==> src/logic/sab_pkg.sv <==
// Package for the serial arbiter bit timer: map, fields, modes, states
package sab_pkg;
  // Register byte offsets
  localparam logic [7:0] SAB_OFF_CTRL = 8'h00;
  localparam logic [7:0] SAB_OFF_CNT = 8'h04;
  // Counter geometry
  localparam int SAB_CNT_W = 9;
  localparam int SAB_REG_W = 8;
  localparam logic [8:0] SAB_CNT_ZERO = 9'h000;
  localparam logic [8:0] SAB_CNT_ONE = 9'h001;
  localparam logic [8:0] SAB_CNT_MAX = 9'h1FF;
  // Arbitration sense points, per clock source
  localparam logic [8:0] SAB_SENSE_BUS = 9'h038;
  localparam logic [8:0] SAB_SENSE_PRE = 9'h008;
  // Bus answers
  localparam logic [1:0] SAB_RESP_OKAY = 2'h0;
  localparam logic [1:0] SAB_RESP_SLVERR = 2'h2;
  localparam logic [31:0] SAB_WORD_ZERO = 32'h00000000;
  localparam int SAB_MODE_HI_BIT = 7;
  localparam int SAB_MODE_LO_BIT = 6;
  localparam int SAB_ACLK_BIT = 4;

  typedef enum logic [1:0] {
    SAB_MODE_IDLE = 2'h0,
    SAB_MODE_MEAS = 2'h1,
    SAB_MODE_ARB = 2'h2,
    SAB_MODE_RSVD = 2'h3
  } sab_mode_t;

  typedef enum logic [3:0] {
    SAB_ST_IDLE = 4'h1,
    SAB_ST_ARM = 4'h2,
    SAB_ST_RUN = 4'h4,
    SAB_ST_STOP = 4'h8
  } sab_state_t;

  // Control and flag register layout, bit 7 down to bit 0
  typedef struct packed {
    logic mode_select_high;
    logic mode_select_low;
    logic arbitration_lost_flag;
    logic clock_select;
    logic measure_done_flag;
    logic counter_running_flag;
    logic counter_overflow_flag;
    logic counter_msb;
  } sab_ctrl_t;
endpackage

==> src/logic/sab_bit_timer.sv <==
// Serial arbiter bit timer with AXI4-Lite register slave
// What this block does
// [RULE1] Done flag sets when measurement ends; control write or reset clears it, but a finish in the write's own cycle still sets it.
// [RULE2] Running flag reads one while the counter counts; reset clears it.
// [RULE3] Overflow flag sets on counter wrap; control write or reset clears it.
// [RULE4] Counter top bit readable in control register; control write or reset clears.
// [RULE5] Counter low eight bits readable in data register; cleared likewise.
// [RULE6] Mode field at zero holds the counter cleared and idle.
// [RULE7] Clock select 0, measurement: counter advances at half the bus clock.
// [RULE8] Clock select 0: start on receive falling edge, stop on the next.
// [RULE9] Clock select 0: running while counting; done sets on second falling edge.
// [RULE10] Clock select 1: half prescaler rate; start when receive is seen low.
// [RULE11] Clock select 1: receive already low at enable starts counting immediately.
// [RULE12] Clock select 1: stop at next receive rising edge, giving break length.
// [RULE13] Mode 10 is arbitration; every transmit rising edge restarts the counter. After a loss it stays stopped and ignores them until a control write.
// [RULE14] Arbitration senses receive at count 0x38 (select 0) or 0x08 (select 1).
// [RULE15] Receive sensed low sets the arbitration lost flag.
// [RULE16] While lost is set the transmit pin is forced high.
// [RULE17] Transmit low before any receive low resets counter and rearms arbitration.
// [RULE18] Mode 00 idle, 01 measure, 10 arbitrate, 11 reserved; reset clears.
// [RULE19] Lost flag read-only, cleared by writing 0 to mode high bit, or reset.
// [RULE20] Counter is nine bits with a separate overflow bit.
// [RULE21] With lost clear the transmit pin follows the internal transmit output.
//
// The implementer's own choices: the AXI4-Lite slave port and the register addresses.
`timescale 1ns/100ps
module sab_bit_timer #(
  parameter int AW = 8
) (
  // Clock, reset, enable
  input wire logic ref_clk,
  input wire logic resetn,
  input wire logic ce,
  // Serial side
  input wire logic rxd_pin,
  input wire logic internal_transmit_output,
  input wire logic presc_tick,
  output logic txd_pin,
  // AXI4-Lite write
  input wire logic [AW-1:0] s_axi_awaddr,
  input wire logic s_axi_awvalid,
  output logic s_axi_awready,
  input wire logic [31:0] s_axi_wdata,
  input wire logic [3:0] s_axi_wstrb,
  input wire logic s_axi_wvalid,
  output logic s_axi_wready,
  output logic [1:0] s_axi_bresp,
  output logic s_axi_bvalid,
  input wire logic s_axi_bready,
  // AXI4-Lite read
  input wire logic [AW-1:0] s_axi_araddr,
  input wire logic s_axi_arvalid,
  output logic s_axi_arready,
  output logic [31:0] s_axi_rdata,
  output logic [1:0] s_axi_rresp,
  output logic s_axi_rvalid,
  input wire logic s_axi_rready
);
  import sab_pkg::*;

  sab_mode_t mode_q;
  sab_state_t st_q, st_d;
  logic aclk_q, done_q, done_d, ovf_q, ovf_d, lost_q, lost_d, smp_q, smp_d;
  logic [8:0] cnt_q, cnt_d;
  logic rx_s1_q, rx_s2_q, rx_s3_q, rx_lvl_q, tx_prev_q, div_q, txd_q;
  logic bvalid_q, rvalid_q;
  logic [1:0] bresp_q, rresp_q;
  logic [31:0] rdata_q;

  // Receive pin: three stages, change taken once stages two and three agree
  wire rx_agree = (rx_s2_q == rx_s3_q);
  wire rx_fall = rx_lvl_q & rx_agree & ~rx_s2_q;
  wire rx_rise = ~rx_lvl_q & rx_agree & rx_s2_q;
  wire tx_rise = internal_transmit_output & ~tx_prev_q;
  wire tx_fall = ~internal_transmit_output & tx_prev_q;

  // Counter tick: halve either the bus clock or the prescaler pulse
  wire tick_src = aclk_q ? presc_tick : 1'b1; // [RULE7] [RULE10]
  wire tick = ce & tick_src & div_q;

  // Write path waits for address and data together, one response at a time
  wire wr_go = s_axi_awvalid & s_axi_wvalid & ~bvalid_q;
  wire wr_ctrl_hit = (s_axi_awaddr[AW-1:2] == SAB_OFF_CTRL[AW-1:2]);
  wire wr_cnt_hit = (s_axi_awaddr[AW-1:2] == SAB_OFF_CNT[AW-1:2]);
  wire wr_map = wr_ctrl_hit | wr_cnt_hit;
  wire ctrl_wr = ce & wr_go & wr_ctrl_hit & s_axi_wstrb[0];
  wire rd_go = s_axi_arvalid & ~rvalid_q;
  wire rd_ctrl_hit = (s_axi_araddr[AW-1:2] == SAB_OFF_CTRL[AW-1:2]);
  wire rd_cnt_hit = (s_axi_araddr[AW-1:2] == SAB_OFF_CNT[AW-1:2]);
  wire sab_mode_t wmode = sab_mode_t'({s_axi_wdata[SAB_MODE_HI_BIT], s_axi_wdata[SAB_MODE_LO_BIT]});

  wire sab_ctrl_t ctrl_view = '{
    mode_select_high: mode_q[1],
    mode_select_low: mode_q[0],
    arbitration_lost_flag: lost_q,
    clock_select: aclk_q,
    measure_done_flag: done_q,
    counter_running_flag: (st_q == SAB_ST_RUN), // [RULE2]
    counter_overflow_flag: ovf_q,
    counter_msb: cnt_q[SAB_CNT_W-1] // [RULE4]
  };
  wire [31:0] rd_word = rd_ctrl_hit ? {24'h000000, ctrl_view} :
    rd_cnt_hit ? {24'h000000, cnt_q[SAB_REG_W-1:0]} : SAB_WORD_ZERO; // [RULE5]

  wire arb_mode = (mode_q == SAB_MODE_ARB); // [RULE13] [RULE18]
  wire meas_mode = (mode_q == SAB_MODE_MEAS);
  wire [8:0] sense_pt = aclk_q ? SAB_SENSE_PRE : SAB_SENSE_BUS; // [RULE14]
  wire sense_now = arb_mode & (st_q == SAB_ST_RUN) & (cnt_q == sense_pt) & ~smp_q;
  wire lost_set = sense_now & ~rx_lvl_q; // [RULE15]

  assign s_axi_awready = wr_go;
  assign s_axi_wready = wr_go;
  assign s_axi_bvalid = bvalid_q;
  assign s_axi_bresp = bresp_q;
  assign s_axi_arready = rd_go;
  assign s_axi_rvalid = rvalid_q;
  assign s_axi_rresp = rresp_q;
  assign s_axi_rdata = rdata_q;
  assign txd_pin = txd_q;

  // Sequencer and counter
  always_comb begin
    st_d = st_q;
    cnt_d = cnt_q;
    done_d = done_q;
    ovf_d = ovf_q;
    smp_d = smp_q;
    lost_d = lost_q;
    if (ctrl_wr && !s_axi_wdata[SAB_MODE_HI_BIT]) begin
      lost_d = 1'b0; // [RULE19]
    end
    if (lost_set) begin
      lost_d = 1'b1; // [RULE15]
    end
    if (mode_q == SAB_MODE_IDLE || mode_q == SAB_MODE_RSVD) begin
      st_d = SAB_ST_IDLE; // [RULE6]
      cnt_d = SAB_CNT_ZERO;
    end else begin
      case (st_q)
        SAB_ST_IDLE: begin
          st_d = SAB_ST_ARM;
          cnt_d = SAB_CNT_ZERO;
        end
        SAB_ST_ARM: begin
          if (meas_mode && !aclk_q && rx_fall) begin
            st_d = SAB_ST_RUN; // [RULE8]
          end else if (meas_mode && aclk_q && !rx_lvl_q) begin
            st_d = SAB_ST_RUN; // [RULE10] [RULE11]
          end else if (arb_mode && tx_rise) begin
            st_d = SAB_ST_RUN; // [RULE13]
            smp_d = 1'b0;
          end
        end
        SAB_ST_RUN: begin
          if (tick) begin
            cnt_d = cnt_q + SAB_CNT_ONE;
            if (cnt_q == SAB_CNT_MAX) begin
              ovf_d = 1'b1; // [RULE3] [RULE20]
            end
          end
          if (sense_now) begin
            smp_d = 1'b1; // [RULE14]
          end
          if (meas_mode && !aclk_q && rx_fall) begin
            st_d = SAB_ST_STOP; // [RULE9]
            done_d = 1'b1;
          end else if (meas_mode && aclk_q && rx_rise) begin
            st_d = SAB_ST_STOP; // [RULE12]
            done_d = 1'b1;
          end else if (lost_set) begin
            st_d = SAB_ST_STOP;
          end else if (arb_mode && tx_fall) begin
            st_d = SAB_ST_ARM; // [RULE17]
            cnt_d = SAB_CNT_ZERO;
          end else if (arb_mode && tx_rise) begin
            cnt_d = SAB_CNT_ZERO; // [RULE13]
            smp_d = 1'b0;
          end
        end
        SAB_ST_STOP: begin
          st_d = SAB_ST_STOP;
        end
        default: begin
          st_d = SAB_ST_IDLE;
        end
      endcase
    end
    // A control write restarts the sequence; a same-cycle finish still lands
    if (ctrl_wr) begin
      st_d = SAB_ST_IDLE;
      cnt_d = SAB_CNT_ZERO; // [RULE4] [RULE5]
      ovf_d = 1'b0; // [RULE3]
      done_d = 1'b0; // [RULE1]
      smp_d = 1'b0;
      if (st_q == SAB_ST_RUN && meas_mode && ((!aclk_q && rx_fall) || (aclk_q && rx_rise))) begin
        done_d = 1'b1; // [RULE1]
      end
    end
  end

  always_ff @(posedge ref_clk) begin
    if (!resetn) begin
      rx_s1_q <= 1'b1;
      rx_s2_q <= 1'b1;
      rx_s3_q <= 1'b1;
      rx_lvl_q <= 1'b1;
      tx_prev_q <= 1'b1;
      div_q <= 1'b0;
    end else if (ce) begin
      rx_s1_q <= rxd_pin;
      rx_s2_q <= rx_s1_q;
      rx_s3_q <= rx_s2_q;
      if (rx_agree) begin
        rx_lvl_q <= rx_s2_q;
      end
      tx_prev_q <= internal_transmit_output;
      if (tick_src) begin
        div_q <= ~div_q; // [RULE7]
      end
    end
  end

  always_ff @(posedge ref_clk) begin
    if (!resetn) begin
      st_q <= SAB_ST_IDLE;
      cnt_q <= SAB_CNT_ZERO;
      done_q <= 1'b0;
      ovf_q <= 1'b0;
      lost_q <= 1'b0;
      smp_q <= 1'b0;
      txd_q <= 1'b1;
    end else if (ce) begin
      st_q <= st_d;
      cnt_q <= cnt_d;
      done_q <= done_d;
      ovf_q <= ovf_d;
      lost_q <= lost_d;
      smp_q <= smp_d;
      txd_q <= lost_q | internal_transmit_output; // [RULE16] [RULE21]
    end
  end

  // Register writes and bus answers
  always_ff @(posedge ref_clk) begin
    if (!resetn) begin
      mode_q <= SAB_MODE_IDLE; // [RULE18]
      aclk_q <= 1'b0;
      bvalid_q <= 1'b0;
      bresp_q <= SAB_RESP_OKAY;
    end else if (ce) begin
      if (ctrl_wr) begin
        mode_q <= wmode;
        aclk_q <= s_axi_wdata[SAB_ACLK_BIT];
      end
      if (wr_go) begin
        bvalid_q <= 1'b1;
        bresp_q <= wr_map ? SAB_RESP_OKAY : SAB_RESP_SLVERR;
      end else if (s_axi_bready) begin
        bvalid_q <= 1'b0;
      end
    end
  end

  always_ff @(posedge ref_clk) begin
    if (!resetn) begin
      rvalid_q <= 1'b0;
      rresp_q <= SAB_RESP_OKAY;
      rdata_q <= SAB_WORD_ZERO;
    end else if (ce) begin
      if (rd_go) begin
        rvalid_q <= 1'b1;
        rdata_q <= rd_word;
        rresp_q <= (rd_ctrl_hit | rd_cnt_hit) ? SAB_RESP_OKAY : SAB_RESP_SLVERR;
      end else if (s_axi_rready) begin
        rvalid_q <= 1'b0;
      end
    end
  end
endmodule

==> config.mk <==
export PLATFORM = sky130hd
export DESIGN_NAME = sab_bit_timer
export DESIGN_NICKNAME = d
export VERILOG_FILES = /design/src/logic/sab_pkg.sv /design/src/logic/sab_bit_timer.sv
export SDC_FILE = /design/constraint.sdc
export NUM_CORES = 1
export LEC_CHECK = 0
export BUFFER_PORTS_ARGS = -buffer_cell sky130_fd_sc_hd__buf_2
export CAP_MARGIN = 20
export CORE_MARGIN = 2
export CORE_UTILIZATION = 50
export CTS_CLUSTER_DIAMETER = 50
export DETAILED_ROUTE_END_ITERATION = 6
export HOLD_SLACK_MARGIN = 0.15
export PLACE_DENSITY = 0.87
export SLEW_MARGIN = 20
export SYNTH_ARGS = -nofsm -noshare
export SYNTH_HDL_FRONTEND = slang
export SYNTH_SLANG_ARGS = --single-unit
==> constraint.sdc <==
create_clock -name ref_clk -period 4.94 [get_ports ref_clk]
set_input_delay 0.988 -clock ref_clk [delete_from_list [all_inputs] [get_ports ref_clk]]
set_output_delay 0.988 -clock ref_clk [all_outputs]
set_load 0.02 [all_outputs]
Word level (Yosys, flattened, before mapping)
Index checks and enable logic that the tools add are counted.
Widths: inputs -> output; s select.
{ "word_totals": {"reg_bits": 65, "input_bits": 63, "out_inout_bits": 42, "word_cells": 164} }
{ "classes": {"n_addsub": 1, "eq_ne": 18, "n_mux": 54, "bitwise": 29, "n_reduce_logical": 42} }
{ "ops": {"columns": ["op", "count"], "rows": [
  ["$mux 9", 8],
  ["$mux 4", 9],
  ["$mux 1", 29],
  ["$and 1x1->1", 18],
  ["$pmux 9 s2", 1],
  ["$reduce_and 2->1", 9],
  ["$mux 8", 2],
  ["$pmux 4 s4", 1],
  ["$eq 6x1->1 const B", 2],
  ["$logic_and 1x1->1", 12],
  ["$logic_not 6->1", 2],
  ["$reduce_bool 2->1", 6],
  ["$add 9x1->9 const B", 1],
  ["$eq 9x6->1", 1],
  ["$eq 9x9->1 const B", 1],
  ["$ne 3x3->1 const B", 3],
  ["$not 1->1", 8],
  ["$ne 7x2->1 const B", 1],
  ["$mux 6", 1],
  ["$ne 6x6->1 const B", 1],
  ["$reduce_and 6->1", 1],
  ["$reduce_bool 3->1", 2],
  ["$reduce_and 5->1", 1],
  ["$eq 2x2->1 const B", 2],
  ["other kinds (16)", 22]
]} }

Longest topological paths before layout
{ "logic_depth": {"ltp_word": 13, "ltp_mapped": 7, "depth_no_buf": 7} }

Least setup slack after synthesis
No wires, ideal clock.
{ "synth_path": {"kind": "input -> output", "startpoint": "in s_axi_awvalid", "endpoint": "out s_axi_wready", "arrival_time_ps": 1474, "required_ps": 3952, "slack_ps": 2478, "cell_stages": 3, "path_buffers": 2, "cell_sequence": "and3b_1 buf_2 buf_4"} }
{ "synth_between": {"elab_chain_cells": 2} }
{ "synth_lines": {"columns": ["item", "line_no", "rtl"], "rows": [
  ["from (decl)", "sab_bit_timer.sv:41", "input wire logic s_axi_awvalid,"],
  ["$and 1x1->1 (2 in a row)", "sab_bit_timer.sv:82", "wire wr_go = s_axi_awvalid & s_axi_wvalid & ~bvalid_q;"],
  ["to (decl)", "sab_bit_timer.sv:46", "output logic s_axi_wready,"]
]} }
Every way passes these cells.

Final worst setup path
{ "layout_path": {"startpoint": "in ce", "endpoint": "reg st_q[0]"} }
{ "layout_between": {"elab_chain_cells": 5, "word_cells_on_any_way": 7, "classes_between": "2 x eq/ne; 1 x mux; 3 x bitwise; 1 x reduce/logical"} }
{ "layout_lines": {"columns": ["item", "line_no", "rtl"], "rows": [
  ["from (decl)", "sab_bit_timer.sv:33", "input wire logic ce,"],
  ["$and 1x1->1 (3 in a row)", "sab_bit_timer.sv:86", "wire ctrl_wr = ce & wr_go & wr_ctrl_hit & s_axi_wstrb[0];"],
  ["$ne 7x2->1 (no line) / $ne 6x6->1 (equally long branches)", null, null],
  ["$reduce_and 3->1 (no line)", null, null],
  ["to (signal assigned)", "sab_bit_timer.sv:233", "st_q <= st_d;"],
  ["to (decl)", "sab_bit_timer.sv:62", "sab_state_t st_q, st_d;"]
]} }
Several ways; a longest one is shown, not always the timed one.
A chain may end at the register's enable or synchronous reset.

==> key figures <==
Status
  • Status: completed

Global route
  • Global Route Usage Sum: a little under a fifth
  • Initial antenna violation count: 0
  • Largest net degree at the start of global routing: 21
  • Total grt overflow: 0
  • Vias in the first global route: about 1700
  • First-pass GRT wire length: between 7000 and 8000 um

STA
  • Setup TNS: 0 ps
  • WHS: roughly 460 ps
  • Worst Tran Pin Value: 709.1 ps
  • Tmin final: 2670 ps
  • # setup viols final: 0
  • Crit share post-route: a little over half
  • Final hold violation count: 0
  • Achievable Freq: approximately 370 MHz
  • Max Slew Vio Count: 0
  • Rel. slew slack: 52.73%
  • Clk_skew: 6.550 ps
  • RSZ-0062 raised after global routing: no

Detailed routing
  • DRT Pass-1 Iters: 4
  • Via density: about 5.4
  • Antenna-violating nets left: 0
  • Final wirelength: a little under 5000 um
  • DRC: 0
  • DR iter-0 viols: ~130
  • Via count: about 2000
  • Routed wire per std cell: roughly 13 um

CTS
  • Hold buffer count at CTS: 0
  • Total CTS buffers: 5
  • Worst-Skew Late Latency: a little under 300 ps
  • H-tree depth: 2
  • Sink Count: 39
  • Root Buffer: clkbuf_8
  • Post-cts sizing count: 0
  • Max clock buf depth: 2
  • TritonCTS clock tree: built
  • Setup Buffers After CTS: 0
  • Clock transition at path regs: ~70 ps

Power and ir drop
  • Max rail drop VDD: between 0.1 and 0.15 mV
  • Leakage: ~1.1 nW
  • Pwr/cell area: 238.5 nW/um^2

Layout
  • Layout Area Growth over Synthesis: 7.433%
  • Share of layout cells above drive strength 1: 20.32%
  • Final nets: 377
  • Antenna fix cells: 0

Synthesis
  • Most instantiated library cell after synthesis: dfxtp_1
  • Post-synthesis simple-gate area fraction: around a quarter
  • #FFs+latches synth: 39
  • Post-Synth XOR/XNOR Area: ~3.7%
  • Post-Synthesis Cells: 276
  • Mux share of post-synthesis cell area: between 8 and 9%
  • Post-synth EDFFs: 0
  • Area share of the largest cell type after synthesis: between 30% and 40%
  • Synth Area in Compound Gates: 15.66%
  • Seq/Total Area, Yosys: 32.89%
  • Yosys warns: 0
  • Post-synth cell types: 54
  • Synth cell count leaders: 39 x dfxtp_1, 35 x nor2_1, 27 x buf_4
  • Post-synth ARST share: 0%
  • Post-synth top flop: dfxtp_1
  • Post-Syn Area: 2374 sq um
  • Post-synthesis adder-cell area fraction: between 2 and 3%
  • Top cells by area, synth: dfxtp_1 33%, buf_4 8.5%, mux2i_1 7.6%, nor2_1 5.5%, a21oi_1 4.4%
  • Synth area leader: dfxtp_1
  • Largest family of logic cells by synthesized area: simple AND/OR/NAND/NOR gates
  • Syn avg cell area: about 8.6 sq um

Critical path
  • Reg2reg path depth: 6
  • Worst R2R End: st_q[0]
  • Critical path required time: between 5000 and 6000 ps
  • CP startpoint: ce
  • CP Class: input port to flip-flop
  • Max FO, Critical Path: 20
  • WP data arrival: 2850 ps
  • Setup crit end: st_q[0]
  • R2R Setup Slk: around 2700 ps
  • Reg2Reg Launch Point: mode_q[0]
  • CP max-delay cell: a41oi_2
  • Worst Setup Start Kind: input port
  • Worst setup EP type: flip-flop
  • Worst-path cell chain: buf_2 -> and3b_1 -> a41oi_2 -> nand4_1 -> nand3_2 -> mux2_4
  • Crit-path max cell delay: ~620 ps

Min path
  • Hold crit path type: flip-flop to flip-flop

Floorplan
  • Die Width: around 73 um
  • Core ar.: around 4700 sq um
  • Num rows: 25
  • IO Count: around 110
  • Initial Utilization: 50.93%
  • Die area: around 5300 sq um
  • Die Height: about 73 um

Placed design
  • Port buffer count: 42
  • Routability cong.: 0.8059
  • Post-DP HPWL: around 3500 um

Run
  • Max-cap violations: 0
==> layout make-up <==
| type | count | area, sq um |
|---|---|---|
| fill | 418 | 2111 |
| multi-input combinational | 212 | 1373 |
| sequential | 39 | 780.7 |
| timing repair buffer | 42 | 210.2 |
| clock buffer | 6 | 72.57 |
| tap | 54 | 67.56 |
| inverter | 9 | 33.78 |
| clock inverter | 2 | 12.51 |
==> metrics by stage <==
step | power [mW] | cell area (sq um) | cells | setup slack (ps) | utilization, %
5_1_grt | 0.6316 | 2550 | 364 | 2143 | 54.71
2_1_floorplan | 0.3978 | 2467 | 301 | 2478 | -
3_3_place_gp | 0.3997 | 2465 | 356 | 1998 | 52.89
6_report | 0.6082 | 2550 | 364 | 2270 | 54.71
3_5_place_dp | 0.4009 | 2465 | 356 | 1953 | 52.89
4_1_cts | 0.6128 | 2550 | 364 | 2270 | 54.71
==> flip-flops by register name, indices dropped and copies added, names as in the netlist <==
name          count
cnt_q             9
s_axi_rdata       8
st_q              4
mode_q            2
aclk_q            1
div_q             1
done_q            1
lost_q            1
ovf_q             1
rx_lvl_q          1
rx_s1_q           1
rx_s2_q           1
rx_s3_q           1
s_axi_bresp       1
s_axi_bvalid      1
s_axi_rresp       1
s_axi_rvalid      1
smp_q             1
tx_prev_q         1
txd_pin           1
==> per-layer routing <==
layer / share of wire [%] / global-route usage, % / wire length (um)
met3: 7.5 / 4.144 / 362
met2: 48 / 32.53 / 2301
met1: 43 / 22.35 / 2078
met5: 0 / 0 / 0
met4: 1.7 / 6.996 / 81
==> power by group <==
group          internal, mW  leakage [nW]  switching, mW
combinational        0.0219         0.754         0.0491
sequential            0.319         0.316        0.00408
clock                0.0987        0.0412          0.115
total                 0.440          1.11          0.168
==> logic make-up (layout without fill, tap and decap cells) <==
group	after synthesis	in the layout
simple gates	102	102
compound gates	50	50
buf+inv	50	59
flops	39	39
mux	19	19
xor+xnor	10	10
fa+ha+maj	5	5
other cells	1	26
==> worst min-delay path by stage <==
stage | startpoint | endpoint | cells past startpoint
final | s_axi_rdata[2] | s_axi_rdata[2] | 2
after global routing | s_axi_rdata[2] | s_axi_rdata[2] | 2
after CTS | s_axi_rdata[2] | s_axi_rdata[2] | 2
after detailed placement | s_axi_rdata[2] | s_axi_rdata[2] | 2
after global placement | s_axi_rdata[2] | s_axi_rdata[2] | 2
after floorplan | ovf_q | ovf_q | 2
==> cells in the final DEF (no fill, tap or decap), types with 2 or more instances in the layout <==
cell type / n
a211oi_1: 5
a21oi_1: 21
and3_1: 2
and3b_1: 4
buf_2: 42
clkbuf_8: 5
conb_1: 26
dfxtp_1: 39
ha_1: 5
inv_1: 7
inv_2: 2
mux2i_1: 18
nand2_1: 19
nand2b_1: 6
nand3_1: 7
nand3b_1: 3
nand4_1: 4
nor2_1: 35
nor2b_1: 3
nor3_1: 2
nor3b_1: 3
nor4b_1: 2
o2111ai_1: 3
o211a_1: 2
o21ai_0: 3
o21ai_1: 5
or3_1: 2
xnor2_1: 7
xor2_1: 3
==> worst max-delay path, delay by kind of cell <==
family / cells / cell delay (ps)
mux: 1 / 310
compound gates: 1 / 620
buf+inv: 1 / 240
simple gates: 3 / 690
No activity file was read; power rests on OpenSTA's default activity.
